===== src/dacfe_pkg.sv =====
// shared constants and types for the converter front end
package dacfe_pkg;

  // ---------------------------------------------------------------
  // code and segment layout
  // ---------------------------------------------------------------
  localparam int CODE_W = 12;
  localparam int UPPER_HI = 11;
  localparam int UPPER_LO = 7;
  localparam int MID_HI = 6;
  localparam int MID_LO = 3;
  localparam int BIN_HI = 2;
  localparam int UPPER_SRC = 31;
  localparam int MID_SRC = 15;
  localparam int BIN_W = 3;

  // ---------------------------------------------------------------
  // timing
  // ---------------------------------------------------------------
  localparam int CLOCK_HZ = 10_000_000;
  localparam int CLOCK_NS = 1_000_000_000 / CLOCK_HZ;
  localparam int PERIOD_W = 16;
  localparam int LOCK_EDGES = 4;
  localparam logic [PERIOD_W-1:0] PERIOD_TOL = 16'h0001;
  localparam int SYNC_STAGES = 3;

  // ---------------------------------------------------------------
  // register map (byte addresses) and fields
  // ---------------------------------------------------------------
  localparam logic [7:0] REG_CTRL = 8'h00;
  localparam logic [7:0] REG_STATUS = 8'h04;
  localparam logic [7:0] REG_CODE = 8'h08;
  localparam logic [7:0] REG_PERIOD = 8'h0c;
  localparam int CTRL_EN_BIT = 0;
  localparam logic CTRL_EN_RESET = 1'b1;
  localparam int ST_LOCK_BIT = 0;
  localparam int ST_MODE_BIT = 1;
  localparam int ST_RANGE_LO = 2;
  localparam int ST_DIVRST_BIT = 4;
  localparam logic [1:0] HTRANS_NONSEQ = 2'b10;
  localparam logic HRESP_OKAY = 1'b0;

  // ---------------------------------------------------------------
  // types
  // ---------------------------------------------------------------
  typedef enum logic [1:0] {
    RANGE_RANGE_SELECT_HIGH = 2'b00,
    RANGE_DIV2 = 2'b01,
    RANGE_DIV4 = 2'b10,
    RANGE_DIV8 = 2'b11
  } dacfe_range_t;

  typedef struct packed {
    logic [UPPER_SRC-1:0] upper;
    logic [MID_SRC-1:0] middle;
    logic [BIN_W-1:0] binary;
  } dacfe_seg_t;

endpackage


===== src/dacfe_sync.sv =====
// three-stage pin synchroniser with agreement filter
`timescale 1ns/1ns
module dacfe_sync #(
  parameter int WIDTH = 1
) (
  input wire logic clock,
  input wire logic rst_n,
  input wire logic [WIDTH-1:0] pinIn,
  output logic [WIDTH-1:0] levelOut
);

  logic [WIDTH-1:0] s1_q;
  logic [WIDTH-1:0] s2_q;
  logic [WIDTH-1:0] s3_q;
  logic [WIDTH-1:0] level_q;
  logic [WIDTH-1:0] level_d;

  // a bit is accepted only where stages two and three agree
  assign level_d = (s2_q & s3_q) | (level_q & (s2_q | s3_q));
  assign levelOut = level_q;

  // shift chain, first stage read only by the second
  always_ff @(posedge clock or negedge rst_n) begin
    if (!rst_n) begin
      s1_q <= '0;
      s2_q <= '0;
      s3_q <= '0;
      level_q <= '0;
    end else begin
      s1_q <= pinIn;
      s2_q <= s1_q;
      s3_q <= s2_q;
      level_q <= level_d;
    end
  end

endmodule


===== src/dacfe_seg_decode.sv =====
// segment decoder: thermometer upper and middle, binary lower
`timescale 1ns/1ns
module dacfe_seg_decode
  import dacfe_pkg::*;
(
  input wire logic clock,
  input wire logic rst_n,
  input wire logic [CODE_W-1:0] code,
  output dacfe_seg_t segOut
);

  dacfe_seg_t seg_q;
  dacfe_seg_t seg_d;

  // n ones from the bottom, n at most 31
  function automatic logic [UPPER_SRC-1:0] therm(input logic [4:0] n);
    logic [UPPER_SRC:0] ones;
    ones = ({{UPPER_SRC{1'b0}}, 1'b1} << n) - 32'h1;
    return ones[UPPER_SRC-1:0];
  endfunction

  // ---------------------------------------------------------------
  // decode
  // ---------------------------------------------------------------
  logic [UPPER_SRC-1:0] midWide;
  assign seg_d.upper = therm(code[UPPER_HI:UPPER_LO]);
  assign midWide = therm({1'b0, code[MID_HI:MID_LO]});
  assign seg_d.middle = midWide[MID_SRC-1:0];
  assign seg_d.binary = code[BIN_HI:0];
  assign segOut = seg_q;

  // one register stage keeps the path short for full rate
  always_ff @(posedge clock or negedge rst_n) begin
    if (!rst_n) begin
      seg_q <= '0;
    end else begin
      seg_q <= seg_d;
    end
  end
endmodule


===== src/dacfe_top.sv =====
// converter front end: dual port capture, clock multiplier, segment decode
// Contract
// - top five code bits become a thermometer over 31 unit sources
// - next four bits become a thermometer over 15 sixteenth-weight sources
// - low bits drive binary-weighted sources directly, no thermometer
// - edge-triggered latches and decode sustain full conversion rate
// - multiplier mode is active while the supply strap is high
// - feedback divides by two, giving an internal clock at twice external
// - both ports are captured on the same external clock rising edge
// - lock output comes from the phase detector, high while locked
// - range pins pick prescale 1, 2, 4 or 8
// - range control keeps the oscillator in band down to slow clocks
// - each external rise moves the old second-port word to the output; code does this only in multiplier mode
// - half a period later the first-port word moves to the output
`timescale 1ns/1ns
module dacfe_top
  import dacfe_pkg::*;
(
  input wire logic clock,
  input wire logic rst_n,
  input wire logic extClock,
  input wire logic [CODE_W-1:0] port1Data,
  input wire logic [CODE_W-1:0] port2Data,
  input wire logic multiplierSupplyStrap,
  input wire logic rangeSelectLow,
  input wire logic rangeSelectHigh,
  input wire logic dividerReset,
  output logic loopLockIndicator,
  output dacfe_seg_t segOut,
  output logic sampleStrobe,
  input wire logic hsel,
  input wire logic [31:0] haddr,
  input wire logic [1:0] htrans,
  input wire logic hwrite,
  input wire logic [2:0] hsize,
  input wire logic [31:0] hwdata,
  input wire logic hready,
  output logic hreadyout,
  output logic [31:0] hrdata,
  output logic hresp
);

  // ---------------------------------------------------------------
  // pin synchronisers
  // ---------------------------------------------------------------
  localparam int PIN_W = 2 * CODE_W + 5;
  logic [PIN_W-1:0] pinSync;
  logic extLevel;
  logic [CODE_W-1:0] port1Sync;
  logic [CODE_W-1:0] port2Sync;
  logic modeOn;
  dacfe_range_t rangeSel;
  logic divRstSync;

  dacfe_sync #(.WIDTH(PIN_W)) u_sync (
    .clock(clock),
    .rst_n(rst_n),
    .pinIn({extClock, port1Data, port2Data, multiplierSupplyStrap,
            rangeSelectHigh, rangeSelectLow, dividerReset}),
    .levelOut(pinSync)
  );

  // unpack the filtered levels
  assign extLevel = pinSync[PIN_W-1];
  assign port1Sync = pinSync[PIN_W-2 -: CODE_W];
  assign port2Sync = pinSync[CODE_W+3 : 4];
  assign modeOn = pinSync[3];
  assign rangeSel = dacfe_range_t'(pinSync[2:1]);
  assign divRstSync = pinSync[0];  // status only, never steers the loop

  // prescale ratio for each range setting
  function automatic logic [3:0] prescale(input dacfe_range_t r);
    logic [3:0] n;
    n = 4'h1;
    unique case (r)
      RANGE_RANGE_SELECT_HIGH: n = 4'h1;
      RANGE_DIV2: n = 4'h2;
      RANGE_DIV4: n = 4'h4;
      RANGE_DIV8: n = 4'h8;
    endcase
    return n;
  endfunction

  // ---------------------------------------------------------------
  // register state
  // ---------------------------------------------------------------
  logic extLevel_q;
  logic [CODE_W-1:0] p1Latch_q;
  logic [CODE_W-1:0] p2Latch_q;
  logic [CODE_W-1:0] outCode_q;
  logic [CODE_W-1:0] outCode_d;
  logic [PERIOD_W-1:0] sinceRise_q;
  logic [PERIOD_W-1:0] period_q;
  logic [PERIOD_W-1:0] refPeriod_q;
  logic periodValid_q;
  logic [3:0] refCnt_q;
  logic [3:0] fbCnt_q;
  logic [2:0] lockCnt_q;
  logic lock_q;
  logic strobe_q;
  logic convEnable_q;

  // ---------------------------------------------------------------
  // edge and tick decode
  // ---------------------------------------------------------------
  logic extRise;
  logic [PERIOD_W-1:0] halfPeriod;
  logic halfTick;
  logic intTick;
  logic [3:0] ratio;
  logic refEdge;
  logic [PERIOD_W-1:0] newPeriod;
  logic [PERIOD_W-1:0] periodDiff;
  logic periodStable;
  logic phaseOk;
  logic [3:0] fbTarget;

  assign extRise = extLevel && !extLevel_q;
  assign halfPeriod = period_q >> 1;
  // half-period tick from the measured period, so duty cycle does not matter
  assign halfTick = modeOn && periodValid_q && !extRise && (halfPeriod != '0)
                    && (sinceRise_q == halfPeriod - 16'h0001);
  // internal double-rate clock: one tick per rise, one per half period
  assign intTick = (modeOn && extRise) || halfTick;
  assign ratio = prescale(rangeSel);
  assign refEdge = modeOn && extRise && (refCnt_q == ratio - 4'h1);
  assign newPeriod = sinceRise_q + 16'h0001;
  assign periodDiff = (period_q > refPeriod_q) ? period_q - refPeriod_q
                                               : refPeriod_q - period_q;
  assign periodStable = periodValid_q && (periodDiff <= PERIOD_TOL);
  // feedback divides by two then by the prescaler: 2n-1 ticks between edges
  assign fbTarget = 4'((ratio << 1) - 4'h1);
  assign phaseOk = (fbCnt_q == fbTarget);

  // output latch source: old port 2 on the rise, port 1 at the half
  always_comb begin
    outCode_d = outCode_q;
    if (modeOn && convEnable_q && extRise) begin
      outCode_d = p2Latch_q;
    end else if (convEnable_q && halfTick) begin
      outCode_d = p1Latch_q;
    end
  end

  // ---------------------------------------------------------------
  // capture, output latch and period measurement
  // ---------------------------------------------------------------
  always_ff @(posedge clock or negedge rst_n) begin
    if (!rst_n) begin
      extLevel_q <= 1'b0;
      p1Latch_q <= '0;
      p2Latch_q <= '0;
      outCode_q <= '0;
      strobe_q <= 1'b0;
    end else begin
      extLevel_q <= extLevel;
      outCode_q <= outCode_d;
      strobe_q <= (outCode_d != outCode_q) || (convEnable_q && intTick);
      if (modeOn && extRise) begin
        p1Latch_q <= port1Sync;
        p2Latch_q <= port2Sync;
      end
    end
  end

  // cycles between rises, saturating
  always_ff @(posedge clock or negedge rst_n) begin
    if (!rst_n) begin
      sinceRise_q <= '0;
      period_q <= '0;
      periodValid_q <= 1'b0;
    end else if (extRise) begin
      sinceRise_q <= '0;
      period_q <= newPeriod;
      periodValid_q <= modeOn && extLevel_q == 1'b0 && (sinceRise_q != '1);
    end else if (sinceRise_q != '1) begin
      sinceRise_q <= newPeriod;
    end
  end

  // ---------------------------------------------------------------
  // prescaler, feedback divider and phase detector
  // ---------------------------------------------------------------
  always_ff @(posedge clock or negedge rst_n) begin
    if (!rst_n) begin
      refCnt_q <= '0;
      fbCnt_q <= '0;
      refPeriod_q <= '0;
      lockCnt_q <= '0;
      lock_q <= 1'b0;
    end else if (!modeOn) begin
      refCnt_q <= '0;
      fbCnt_q <= '0;
      lockCnt_q <= '0;
      lock_q <= 1'b0;
    end else if (refEdge) begin
      refCnt_q <= '0;
      fbCnt_q <= '0;
      refPeriod_q <= period_q;
      if (periodStable && phaseOk) begin
        if (lockCnt_q != 3'(LOCK_EDGES)) begin
          lockCnt_q <= lockCnt_q + 3'h1;
        end
        lock_q <= (lockCnt_q >= 3'(LOCK_EDGES - 1));
      end else begin
        lockCnt_q <= '0;
        lock_q <= 1'b0;
      end
    end else begin
      if (extRise) begin
        refCnt_q <= refCnt_q + 4'h1;
      end
      if (intTick && fbCnt_q != 4'hf) begin
        fbCnt_q <= fbCnt_q + 4'h1;
      end
    end
  end

  // ---------------------------------------------------------------
  // segment decode
  // ---------------------------------------------------------------
  dacfe_seg_decode u_decode (
    .clock(clock),
    .rst_n(rst_n),
    .code(outCode_q),
    .segOut(segOut)
  );

  assign loopLockIndicator = lock_q;
  assign sampleStrobe = strobe_q;

  // ---------------------------------------------------------------
  // AHB-Lite slave, zero wait states
  // ---------------------------------------------------------------
  logic addrTake;
  logic wrPend_q;
  logic [7:0] wrAddr_q;
  logic [31:0] rdData_q;
  logic [31:0] rdData_d;
  logic [7:0] offs;

  assign addrTake = hsel && hready && (htrans == HTRANS_NONSEQ);
  assign offs = haddr[7:0];
  assign hreadyout = 1'b1;
  assign hresp = HRESP_OKAY;
  assign hrdata = rdData_q;

  // read mux, unmapped offsets read zero
  always_comb begin
    rdData_d = '0;
    if (addrTake && !hwrite && haddr[31:8] == '0) begin
      unique case (offs)
        REG_CTRL: rdData_d[CTRL_EN_BIT] = convEnable_q;
        REG_STATUS: begin
          rdData_d[ST_LOCK_BIT] = lock_q;
          rdData_d[ST_MODE_BIT] = modeOn;
          rdData_d[ST_RANGE_LO +: 2] = rangeSel;
          rdData_d[ST_DIVRST_BIT] = divRstSync;
        end
        REG_CODE: rdData_d[CODE_W-1:0] = outCode_q;
        REG_PERIOD: rdData_d[PERIOD_W-1:0] = period_q;
        default: rdData_d = '0;
      endcase
    end
  end

  // address phase capture and write in the data phase
  always_ff @(posedge clock or negedge rst_n) begin
    if (!rst_n) begin
      wrPend_q <= 1'b0;
      wrAddr_q <= '0;
      rdData_q <= '0;
      convEnable_q <= CTRL_EN_RESET;
    end else begin
      wrPend_q <= addrTake && hwrite && (haddr[31:8] == '0);
      wrAddr_q <= offs;
      rdData_q <= rdData_d;
      if (wrPend_q && wrAddr_q == REG_CTRL) begin
        convEnable_q <= hwdata[CTRL_EN_BIT];
      end
    end
  end
endmodule


===== config.mk =====
export PLATFORM = sky130hd
export DESIGN_NAME = dacfe_top
export DESIGN_NICKNAME = d
export VERILOG_FILES = /design/src/dacfe_pkg.sv /design/src/dacfe_sync.sv /design/src/dacfe_seg_decode.sv /design/src/dacfe_top.sv
export SDC_FILE = /design/constraint.sdc
export NUM_CORES = 1
export LEC_CHECK = 0
export BUFFER_PORTS_ARGS = -buffer_cell sky130_fd_sc_hd__buf_2
export CAP_MARGIN = 25
export CORE_ASPECT_RATIO = 1.2
export CORE_MARGIN = 4
export CORE_UTILIZATION = 45
export CTS_CLUSTER_SIZE = 40
export DETAILED_ROUTE_END_ITERATION = 7
export PLACE_DENSITY = 0.76
export SLEW_MARGIN = 20
export SYNTH_ARGS = -nofsm -noshare
export SYNTH_HDL_FRONTEND = slang
export SYNTH_SLANG_ARGS = --single-unit

===== constraint.sdc =====
create_clock -name clock -period 6.1 [get_ports clock]
set_input_delay 1.22 -clock clock [delete_from_list [all_inputs] [get_ports clock]]
set_output_delay 1.22 -clock clock [all_outputs]
set_load 0.005 [all_outputs]

Yosys cells after proc, flatten, opt, wreduce, memory -nomap -nowiden
Cells that the tools add are included.
{"block": "word_totals", "regBits": 306}
{"block": "classes", "eq_ne": 18, "n_mux": 24, "n_reduce_logical": 36, "add_sub_neg": 11, "magnitude_cmp": 3, "shifts": 2, "n_bitwise": 5}
{"op": "two-way mux 16 bit", "count": 4}
{"op": "AND 29 bit", "count": 2}
{"op": "bitwise OR 29 bit", "count": 2}
{"op": "subtractor 16 bit", "count": 2}
{"op": "<< shifter 1 x 5 -> 31 bit, first input constant", "count": 1}
{"op": "subtractor 31 x 1 -> 31 bit, second input constant", "count": 1}
{"op": "two-way mux 4 bit", "count": 7}
{"op": "logical NOT 24 bit", "count": 1}
{"op": "two-way mux 12 bit", "count": 2}
{"op": "logical AND 1 bit", "count": 23}
{"op": "adder 16 x 1 -> 16 bit, second input constant", "count": 1}
{"op": "== test 16 bit", "count": 1}
{"op": "== test 8 x 4 -> 1 bit, second input constant", "count": 2}
{"op": "greater-than comparator 16 bit", "count": 1}
{"op": "<= comparator 16 x 1 -> 1 bit, second input constant", "count": 1}
{"op": "logical NOT 8 bit", "count": 2}
{"op": "inequality test 16 bit, second input constant", "count": 1}
{"op": "one-hot mux 4 bit (4 select lines)", "count": 1}
{"op": "nonzero test 16 bit", "count": 1}
{"op": "subtractor 15 x 1 -> 16 bit, second input constant", "count": 1}
{"op": "<< shifter 1 x 4 -> 15 bit, first input constant", "count": 1}
{"op": "subtractor 15 x 1 -> 15 bit, second input constant", "count": 1}
{"op": "one-hot mux 7 bit (2 select lines)", "count": 1}
{"op": "two-way mux 3 bit", "count": 4}
{"op": "21 further kinds", "count": 35}

Longest topological paths before layout
Gate-level depths: netlist (run 1).
{"block": "logic_depth", "ltp_word": 11, "depth_mapped": 15, "mapped_depth_nobuf": 14}

Cells and area by module
Synthesis (run 1) repeated with hierarchy kept, for this count alone.
{"block": "unflattened", "hier_cells": 1162, "hier_area_um2": 12936.2}
{"mod": "dacfe_top", "instances": 1, "area_each_um2": 7683.6, "seq_area_each_um2": 3129.3, "cells_per_inst": 838}
{"mod": "dacfe_sync", "instances": 1, "area_each_um2": 3229.3, "seq_area_each_um2": 2902.8, "cells_per_inst": 145}
{"mod": "dacfe_seg_decode", "instances": 1, "area_each_um2": 2023.2, "seq_area_each_um2": 1226.2, "cells_per_inst": 179}

Worst setup path before layout (run 1)
OpenSTA, ideal clock, no wires.
{"block": "synth_path", "kind": "reg2reg", "start": "register period_q[0]", "end": "register lockCnt_q[0]", "stages_incl_launch_ff": 16, "setup_slack_ps": 2685, "required_ps": 6017, "setup_ps": 83, "t_arrival_ps": 3332, "cell_sequence": "dfrtp_1 inv_1 ha_1 inv_1 fa_1 a211oi_2 o21ai_2 o211ai_4 a21oi_2 buf_6 or3_4 a2111oi_4 nand4_2 nor4_4 nand4_1 o22ai_1"}
{"block": "synth_via", "elab_chain_cells": 8, "word_cells_on_any_way": 12, "classes_between": "add/sub: 2; order compare: 2; eq/ne: 1; mux: 4; reduce/logical: 3"}
{"element": "from (decl)", "line": "dacfe_top.sv:93", "rtl": "logic [PERIOD_W-1:0] period_q;"}
{"element": "from (signal assigned)", "line": "dacfe_top.sv:174", "rtl": "period_q <= newPeriod;"}
{"element": "subtractor 16 bit, or another cell as far along", "line": "dacfe_top.sv:129", "rtl": ": refPeriod_q - period_q;"}
{"element": "two-way mux 16 bit (*)", "line": "dacfe_top.sv:128", "rtl": "assign periodDiff = (period_q > refPeriod_q) ? period_q - refPeriod_q"}
{"element": "<= comparator 16 x 1 -> 1 bit (*)", "line": "dacfe_top.sv:130", "rtl": "assign periodStable = periodValid_q && (periodDiff <= PERIOD_TOL);"}
{"element": "logical AND 1 bit (*)", "line": "dacfe_top.sv:130"}
{"element": "logical AND 1 bit (*)", "line": "dacfe_top.sv:200", "rtl": "if (periodStable && phaseOk) begin"}
{"element": "two-way mux 3 bit", "line": "dacfe_top.sv:200"}
{"element": "two-way mux 3 bit", "line": "dacfe_top.sv:196", "rtl": "end else if (refEdge) begin"}
{"element": "two-way mux 3 bit", "line": "dacfe_top.sv:191", "rtl": "end else if (!modeOn) begin"}
{"element": "to (signal assigned)", "line": "dacfe_top.sv:202", "rtl": "lockCnt_q <= lockCnt_q + 3'h1;"}
{"element": "to (decl)", "line": "dacfe_top.sv:98", "rtl": "logic [2:0] lockCnt_q;"}
Every way passes the cells marked *; elsewhere a longest branch is shown, timed or not. The select of a mux whose other input is x is not followed.
A chain may end at the register's enable or synchronous reset.

Final worst setup path (run 1)
{"block": "layout_path", "start": "register period_q[10]", "end": "register lockCnt_q[0]"}
The elaborated chain is that of the path after synthesis.

==> impl_metrics.csv, run 1 <==
group,metric,value,unit
outcome,status,"finished clean",
sta,rsz0062_at_grt,"false",
logic_synthesis,synth_flop_cell,"dfrtp_1",
clock_tree,clock-root-buffer,"clkbuf_16",
placed_design,dp_hpwl,20.06,mm
logic_synthesis,synth_seq_cells,290,
power,total_power,0.006662,W
critical_path,crit_path_end_kind,"flip-flop",
detailed_routing,wirelength,27.96,mm
critical_path,crit_buf_inv,1,
logic_synthesis,yosysTopAreaCell,"dfrtp_1",
logic_synthesis,ys_warn_count,0,
critical_path,path_cells,"inv_1, ha_1, and3_1, nand3_2, nor3_2, a21oi_2, mux2_2, a41o_1, or3_1, a2111oi_4, nand4_1, o22ai_1",
critical_path,crit_slowest_cell,"ha_1",
critical_path,critPathArrivalTime,4.85,ns
critical_path,critPathLaunchType,"flip-flop",
global_route,grt_antenna_before_repair,0,
power,p_leak,6.734,nW
worst_hold_path,worstHoldPathType,"flip-flop to flip-flop",
clock_tree,cts_max_path_buffers,3,
clock_tree,ctsResizeCount,0,
die,rows,67,
global_route,track_usage,0.1773,
placed_design,gp_congestion,0.8896,
logic_synthesis,netlist_area,12870,µm²
logic_synthesis,synth.avg_cell_area,11.15,µm²
power,ir_drop,0.3176,mV
logic_synthesis,yosysTopAreaCellShare,0.5620,
logic_synthesis,async_reset_ff_frac,1.000,
final_layout,drive_gt1_frac,0.1917,
detailed_routing,drc_errors,0,
die,io_pins,188,
sta,final.setup.tns,0,ns
logic_synthesis,ys_top_cells_by_area,"dfrtp_1, ha_1, nand2_1, o21ai_0, mux2_2",
logic_synthesis,synth_seq_area_share,0.5641,
clock_tree,clkLatencyLatePin,0.53,ns
clock_tree,numCtsBuffers,27,
sta,tightest_slew,0.9217,ns
sta,max_freq,227.2,MHz
final_layout,nets,1408,
critical_path,slowest_delay,0.59,ns
critical_path,required,6.54,ns
global_route,grt_pass1_wl,46.40,mm
power,p_per_area,452.9,nW/µm²
sta,setup_slack,1.698,ns
sta,setup_viol,0,
die,core-area,28080,µm²
die,die_area,31370,µm²
job,maxCapViolations,0,
critical_path,r2r_setup_slack,1.70,ns
logic_synthesis,synthCells,1154,
detailed_routing,via_per_inst,5.392,
clock_tree,clk_pin_slew,0.06,ns
detailed_routing,firstDrtPassIters,5,
logic_synthesis,ys_types,87,
global_route,grt_max_degree,116,
final_layout,num_antenna_cells,0,
sta,slew_headroom,0.3838,
clock_tree,htreeDepth,1,
global_route,grt_overflow,0,
clock_tree,cts.sinks,290,
sta,maxSlewViolCount,0,
global_route,grt_pass1_vias,9153,
detailed_routing,dr.first_iter.drc_count,534,
critical_path,path_class,"flip-flop to flip-flop",
logic_synthesis,synth_edf_count,0,
placed_design,portBuffers,135,
clock_tree,cts_setup_buffers,0,
detailed_routing,vias,8961,
die,start_util,0.4582,
detailed_routing,wl_per_cell,16.82,µm
die,die_w,162.4,µm
final_layout,syn_to_final_growth,14.31,%
placed_design,place_ws,1.712,ns
sta,skew,0.02002,ns
die,die_y,193.2,µm
critical_path,cp_max_fo,13,
detailed_routing,ant_nets,0,
sta,fin_crit,4.402,ns
sta,period_share,0.7217,
critical_path,cpLargestDelayFamily,"simple AND/OR/NAND/NOR gates",
sta,hold_viol,0,
clock_tree,cts_tree,"built",
clock_tree,ctsHoldBuffers,0,
## cells in the final DEF (no fill, tap or decap), types with 10 or more instances in the layout
cell       count
dfrtp_1      289
buf_2        134
nand2_1       96
nor2_1        79
o21ai_0       70
inv_1         58
a21oi_1       57
ha_1          40
xnor2_1       31
mux2_2        30
maj3_1        29
clkbuf_16     27
nand3_1       25
mux2i_1       24
xor2_1        22
nand4_1       19
conb_1        18
nor3_1        17
a21o_1        15
a22oi_1       14
nor4_1        12
a31oi_1       10
## power breakdown
part / total (W) / internal, W / switching, W
registers: 0.00255 / 0.00224 / 0.000304
clock network: 0.00175 / 0.00105 / 0.000696
logic: 0.00237 / 0.00100 / 0.00136
total: 0.00666 / 0.00430 / 0.00236
## path summary, 6_finish.rpt
check | cells past startpoint | to | start
max in group asynchronous | 2 | refPeriod_q[9]$_DFFE_PN0P_ | rst_n
hold / removal | 0 | u_sync.s2_q[7]$_DFF_PN0_ | u_sync.s1_q[7]$_DFF_PN0_
setup / recovery | 12 | lockCnt_q[0]$_DFFE_PN0P_ | period_q[10]$_DFFE_PN0P_
setup reg to reg | 12 | lockCnt_q[0]$_DFFE_PN0P_ | period_q[10]$_DFFE_PN0P_
hold reg to reg | 0 | u_sync.s2_q[7]$_DFF_PN0_ | u_sync.s1_q[7]$_DFF_PN0_
min in group asynchronous | 1 | u_sync.s1_q[23]$_DFF_PN0_ | rst_n
## Yosys cell counts (all sizes together), types with 3 or more instances
master	count
dfrtp	289
a2111oi	7
o21bai	5
a211oi	7
o21ai	73
a31oi	11
o21a	3
o31ai	9
a211o	3
nand2	96
mux2	30
nor4	14
nand4	20
a21oi	60
o211ai	5
mux2i	24
xnor2	31
and2	7
a21boi	4
o32ai	3
xor2	22
or3	6
nor2	79
clkbuf	43
a21o	16
o22ai	7
nand3	26
nand2b	3
or2	6
nor3	19
a22oi	14
and3	8
maj3	29
ha	40
inv	58
buf	35
nand3b	3
nor2b	9
## per-layer routing
layer / track usage / wire, µm
met5: 0 / 0
met4: 0.05986 / 860
met3: 0.02320 / 1515
met2: 0.3110 / 14300
met1: 0.2262 / 11290
## metrics by stage
stage / hold slack (ns) / cells / util / cell area, µm²
after floorplan: 0.3312 / 1170 / - / 12930
after detailed placement: 0.3347 / 1612 / 0.4896 / 13750
after global placement: 0.3312 / 1612 / 0.4896 / 13750
final: 0.3454 / 1662 / 0.5238 / 14710
after global routing: 0.3433 / 1662 / 0.5238 / 14710
after CTS: 0.3458 / 1661 / 0.5234 / 14700
## final cells by class
type,instances,area [µm²]
clock inverter,9,132.6
fill,2416,13370
clock buffer,40,814.5
timing repair buffer,142,754.5
sequential,290,7258
tap,379,474.2
inverter,58,217.7
multi-input combinational,744,5057
## flip-flops by register name, summed over array words and instances (netlist names), 3 cells and up
| name | cells |
|---|---|
| lockCnt_q | 3 |
| u_sync.s1_q | 29 |
| refPeriod_q | 16 |
| u_decode.segOut | 49 |
| hrdata | 16 |
| period_q | 16 |
| p2Latch_q | 12 |
| u_sync.s2_q | 29 |
| refCnt_q | 4 |
| u_sync.s3_q | 29 |
| p1Latch_q | 12 |
| wrAddr_q | 8 |
| outCode_q | 12 |
| sinceRise_q | 16 |
| u_sync.levelOut | 29 |
| fbCnt_q | 4 |
## kinds of logic (layout without fill, tap and decap cells)
group	Yosys count	in the layout	share of synthesized area
compound gates	242	242	0.1246
xor+xnor	53	53	0.03608
fa+ha+maj	71	71	0.06457
buf+inv	136	249	0.04794
flops	290	290	0.5641
mux	55	55	0.04667
other cells	2	18	0.0005836
simple gates	305	305	0.1155
(Power assumes the default switching activity.)
==> run 2: changes to the inputs <==
- ABC_AREA: unset -> 1
- PLACE_DENSITY: 0.76 -> 0.78
- clock period: 6.1 -> 4 ns (I/O delays scaled with it)
==> run 2 against run 1 <==
Net effect:
- largest cell class unchanged
- highest routed layer unchanged
- power rose by 74%
- utilization shrank 0.16 points
- clock skew shrank 0.0097 ns
- register-to-register slack got worse by 0.91 ns
- worst hold slack worse by 0.070 ns
==> impl_metrics.csv, run 2 <==
group,metric,value,unit
outcome,status,"finished clean",
logic_synthesis,ys_top_cells_by_area,"dfrtp_1, nand2_1, inv_1, ha_1, xor2_1",
placed_design,gp_congestion,0.9538,
die,die_w,168.3,µm
critical_path,critPathLaunchType,"flip-flop",
global_route,grt_max_degree,112,
final_layout,stdcell_area,15910,µm²
critical_path,timing.rr.end,"outCode_q[1]$_DFF_PN0_",
die,start_util,0.4555,
clock_tree,cts.sinks,290,
power,swShare,0.4166,
detailed_routing,dr.first_iter.drc_count,667,
sta,fin_crit,3.209,ns
clock_tree,cts_tree,"built",
power,power.internal,0.006782,W
critical_path,r2r_setup_slack,0.79,ns
placed_design,portBuffers,135,
clock_tree,numCtsBuffers,29,
clock_tree,ctsHoldBuffers,0,
sta,final.setup.tns,0,ns
logic_synthesis,yosysTopAreaCell,"dfrtp_1",
power,p_switching,0.004843,W
power,ir_drop,0.4624,mV
worst_hold_path,worstHoldPathType,"input pin to async pin",
placed_design,placed_cell_area,14910,µm²
die,rows,70,
global_route,grt_pass1_wl,52.87,mm
global_route,use_met3,0.02448,
sta,tightest_slew,0.8463,ns
final_layout,nets,1870,
final_layout,fillCellCount,2747,
clock_tree,ctsResizeCount,0,
detailed_routing,vias,10810,
final_layout,syn_to_final_growth,14.64,%
logic_synthesis,synth_common_cells,"nand2_1, dfrtp_1, inv_1",
final_layout,layout_commonest_cell,"nand2_1",
power,p_leak,8.028,nW
final_layout,largest_reg_flops,49,
die,die_area,33730,µm²
die,die_y,200.4,µm
placed_design,place_inst,2090,
logic_synthesis,ys_warn_count,0,
global_route,grt_antenna_before_repair,0,
detailed_routing,via_per_inst,5.042,
detailed_routing,drc_errors,0,
critical_path,worstRegToRegCells,13,
logic_synthesis,synth.avg_cell_area,8.731,µm²
global_route,grt_overflow,0,
sta,hold_viol,0,
global_route,grt.busiest_layer,"met2",
sta,slew_headroom,0.4358,
logic_synthesis,synth_seq_cells,290,
detailed_routing,ant_nets,0,
global_route,track_usage,0.1877,
detailed_routing,firstDrtPassIters,5,
clock_tree,cts_max_path_buffers,3,
clock_tree,cts_setup_buffers,0,
job,maxCapViolations,0,
logic_synthesis,synthMostInstantiatedCell,"nand2_1",
clock_tree,htreeDepth,1,
detailed_routing,wirelength,31.51,mm
logic_synthesis,ys_types,54,
logic_synthesis,synth_edf_count,0,
logic_synthesis,yosysTopAreaCellShare,0.5210,
sta,maxSlewViolCount,0,
critical_path,cp_max_fo,11,
sta,period_share,0.8024,
final_layout,drive_gt1_frac,0.1493,
clock_tree,clock-root-buffer,"clkbuf_16",
critical_path,critPathArrivalTime,3.71,ns
logic_synthesis,synth_flop_cell,"dfrtp_1",
sta,timing.hold.ws,0.2752,ns
sta,skew,0.01028,ns
global_route,gr-usage-met2,0.3214,
global_route,grt_pass1_vias,10960,
critical_path,path_class,"flip-flop to flip-flop",
die,core-area,30480,µm²
power,seq_power_share,0.325,
logic_synthesis,netlist_area,13880,µm²
sta,setup_viol,0,
detailed_routing,wl_per_cell,14.70,µm
critical_path,required,4.50,ns
power,combPwrFrac,0.435,
final_layout,num_antenna_cells,0,
sta,rsz0062_at_grt,"false",
logic_synthesis,async_reset_ff_frac,1.000,
global_route,grt_use_met1,0.2343,
critical_path,crit_path_end_kind,"flip-flop",
critical_path,r2r_start,"period_q[1]$_DFFE_PN0P_",
placed_design,dp_hpwl,23.67,mm
power,p_per_area,730.5,nW/µm²
logic_synthesis,synthCells,1590,
sta,max_freq,311.6,MHz
final_layout,mostFrequentLayoutCells,"nand2_1, dfrtp_1, inv_1",
final_layout,fin_cells,2144,
clock_tree,clk_pin_slew,0.06,ns
logic_synthesis,synth_seq_area_share,0.5228,
power,p_clk_frac,0.240,
clock_tree,clkLatencyLatePin,0.56,ns
die,io_pins,188,
## run 2: changes by cell type after synthesis, moves of 14 or more
cell and delta:
clkbuf_1 -22, a21o_1 -15, nor2_1 +29, nand3_1 +60
inv_1 +136, nand2_1 +360, a22oi_1 -14, xor2_1 +31
mux2i_1 -24, o21ai_0 -17, a21oi_1 -17, mux2_2 -30
## run 2: power by group through the flow
stage,clock network [W],registers [W],logic [W]
2_1_floorplan,0,0.00371,0.00385
4_1_cts,0.00285,0.00378,0.00500
3_5_place_dp,0,0.00383,0.00496
6_report,0.00279,0.00378,0.00505
5_1_grt,0.00298,0.00383,0.00569
3_3_place_gp,0,0.00382,0.00481
## run 2: metrics by stage
step | total power (W) | util | setup WS, ns
6_report | 0.01162 | 0.5221 | 0.7906
5_1_grt | 0.01250 | 0.5221 | 0.4681
4_1_cts | 0.01163 | 0.5221 | 0.8236
3_5_place_dp | 0.008795 | 0.4890 | 0.8419
3_3_place_gp | 0.008625 | 0.4890 | 0.9361
2_1_floorplan | 0.007553 | - | 1.450
## run 2: logic make-up after synthesis
group	count (synthesis)	synth area share
buffers and inverters	262	0.08040
AO/OA/AOI/OAI	123	0.04876
XOR/XNOR	72	0.04543
flip-flops	290	0.5228
AND/OR/NAND/NOR	770	0.2422
adder cells (fa/ha/maj)	71	0.05985
other	2	0.0005410
## run 2: worst max path at each step
stage	start	to	slack (ns)	cells past startpoint
floorplan	period_q[0]$_DFFE_PN0P_	lockCnt_q[0]$_DFFE_PN0P_	1.45	21
global placement	outCode_q[11]$_DFF_PN0_	u_decode.segOut[48]$_DFF_PN0_	0.94	11
detailed placement	period_q[0]$_DFFE_PN0P_	lockCnt_q[0]$_DFFE_PN0P_	0.84	21
CTS	period_q[0]$_DFFE_PN0P_	lockCnt_q[2]$_DFFE_PN0P_	0.82	21
global route	period_q[1]$_DFFE_PN0P_	outCode_q[2]$_DFF_PN0_	0.47	15
finish	period_q[1]$_DFFE_PN0P_	outCode_q[1]$_DFF_PN0_	0.79	13
## run 2: area by class of cell
class                           count  area [µm²]  area share
Clock buffer                       36       802.0     0.05040
Clock inverter                     18       206.4     0.01297
Inverter                          202       763.2     0.04796
Multi-Input combinational cell   1054        5580      0.3507
Sequential cell                   290        7258      0.4561
Tap cell                          396       495.5     0.03113
Timing Repair Buffer              148       808.3     0.05079
## run 2: metal layers
layer	vias up	wire length, µm
li1	5244	-
met1	5096	12800
met2	373	15540
met3	96	1645
met4	0	1521
met5	-	0
## run 2: critical path, stage by stage, from the launching register on
cell and delay, ns:
dfrtp_1 0.44, inv_1 0.26, ha_1 0.30, nand2_1 0.06, o21ai_0 0.07, nor3_1 0.51, nand4_1 0.18, nor3_1 0.26
nand3_2 0.15, nor3_2 0.59, nand2_1 0.12, nand3_1 0.10, nand2_1 0.06, inv_1 0.05
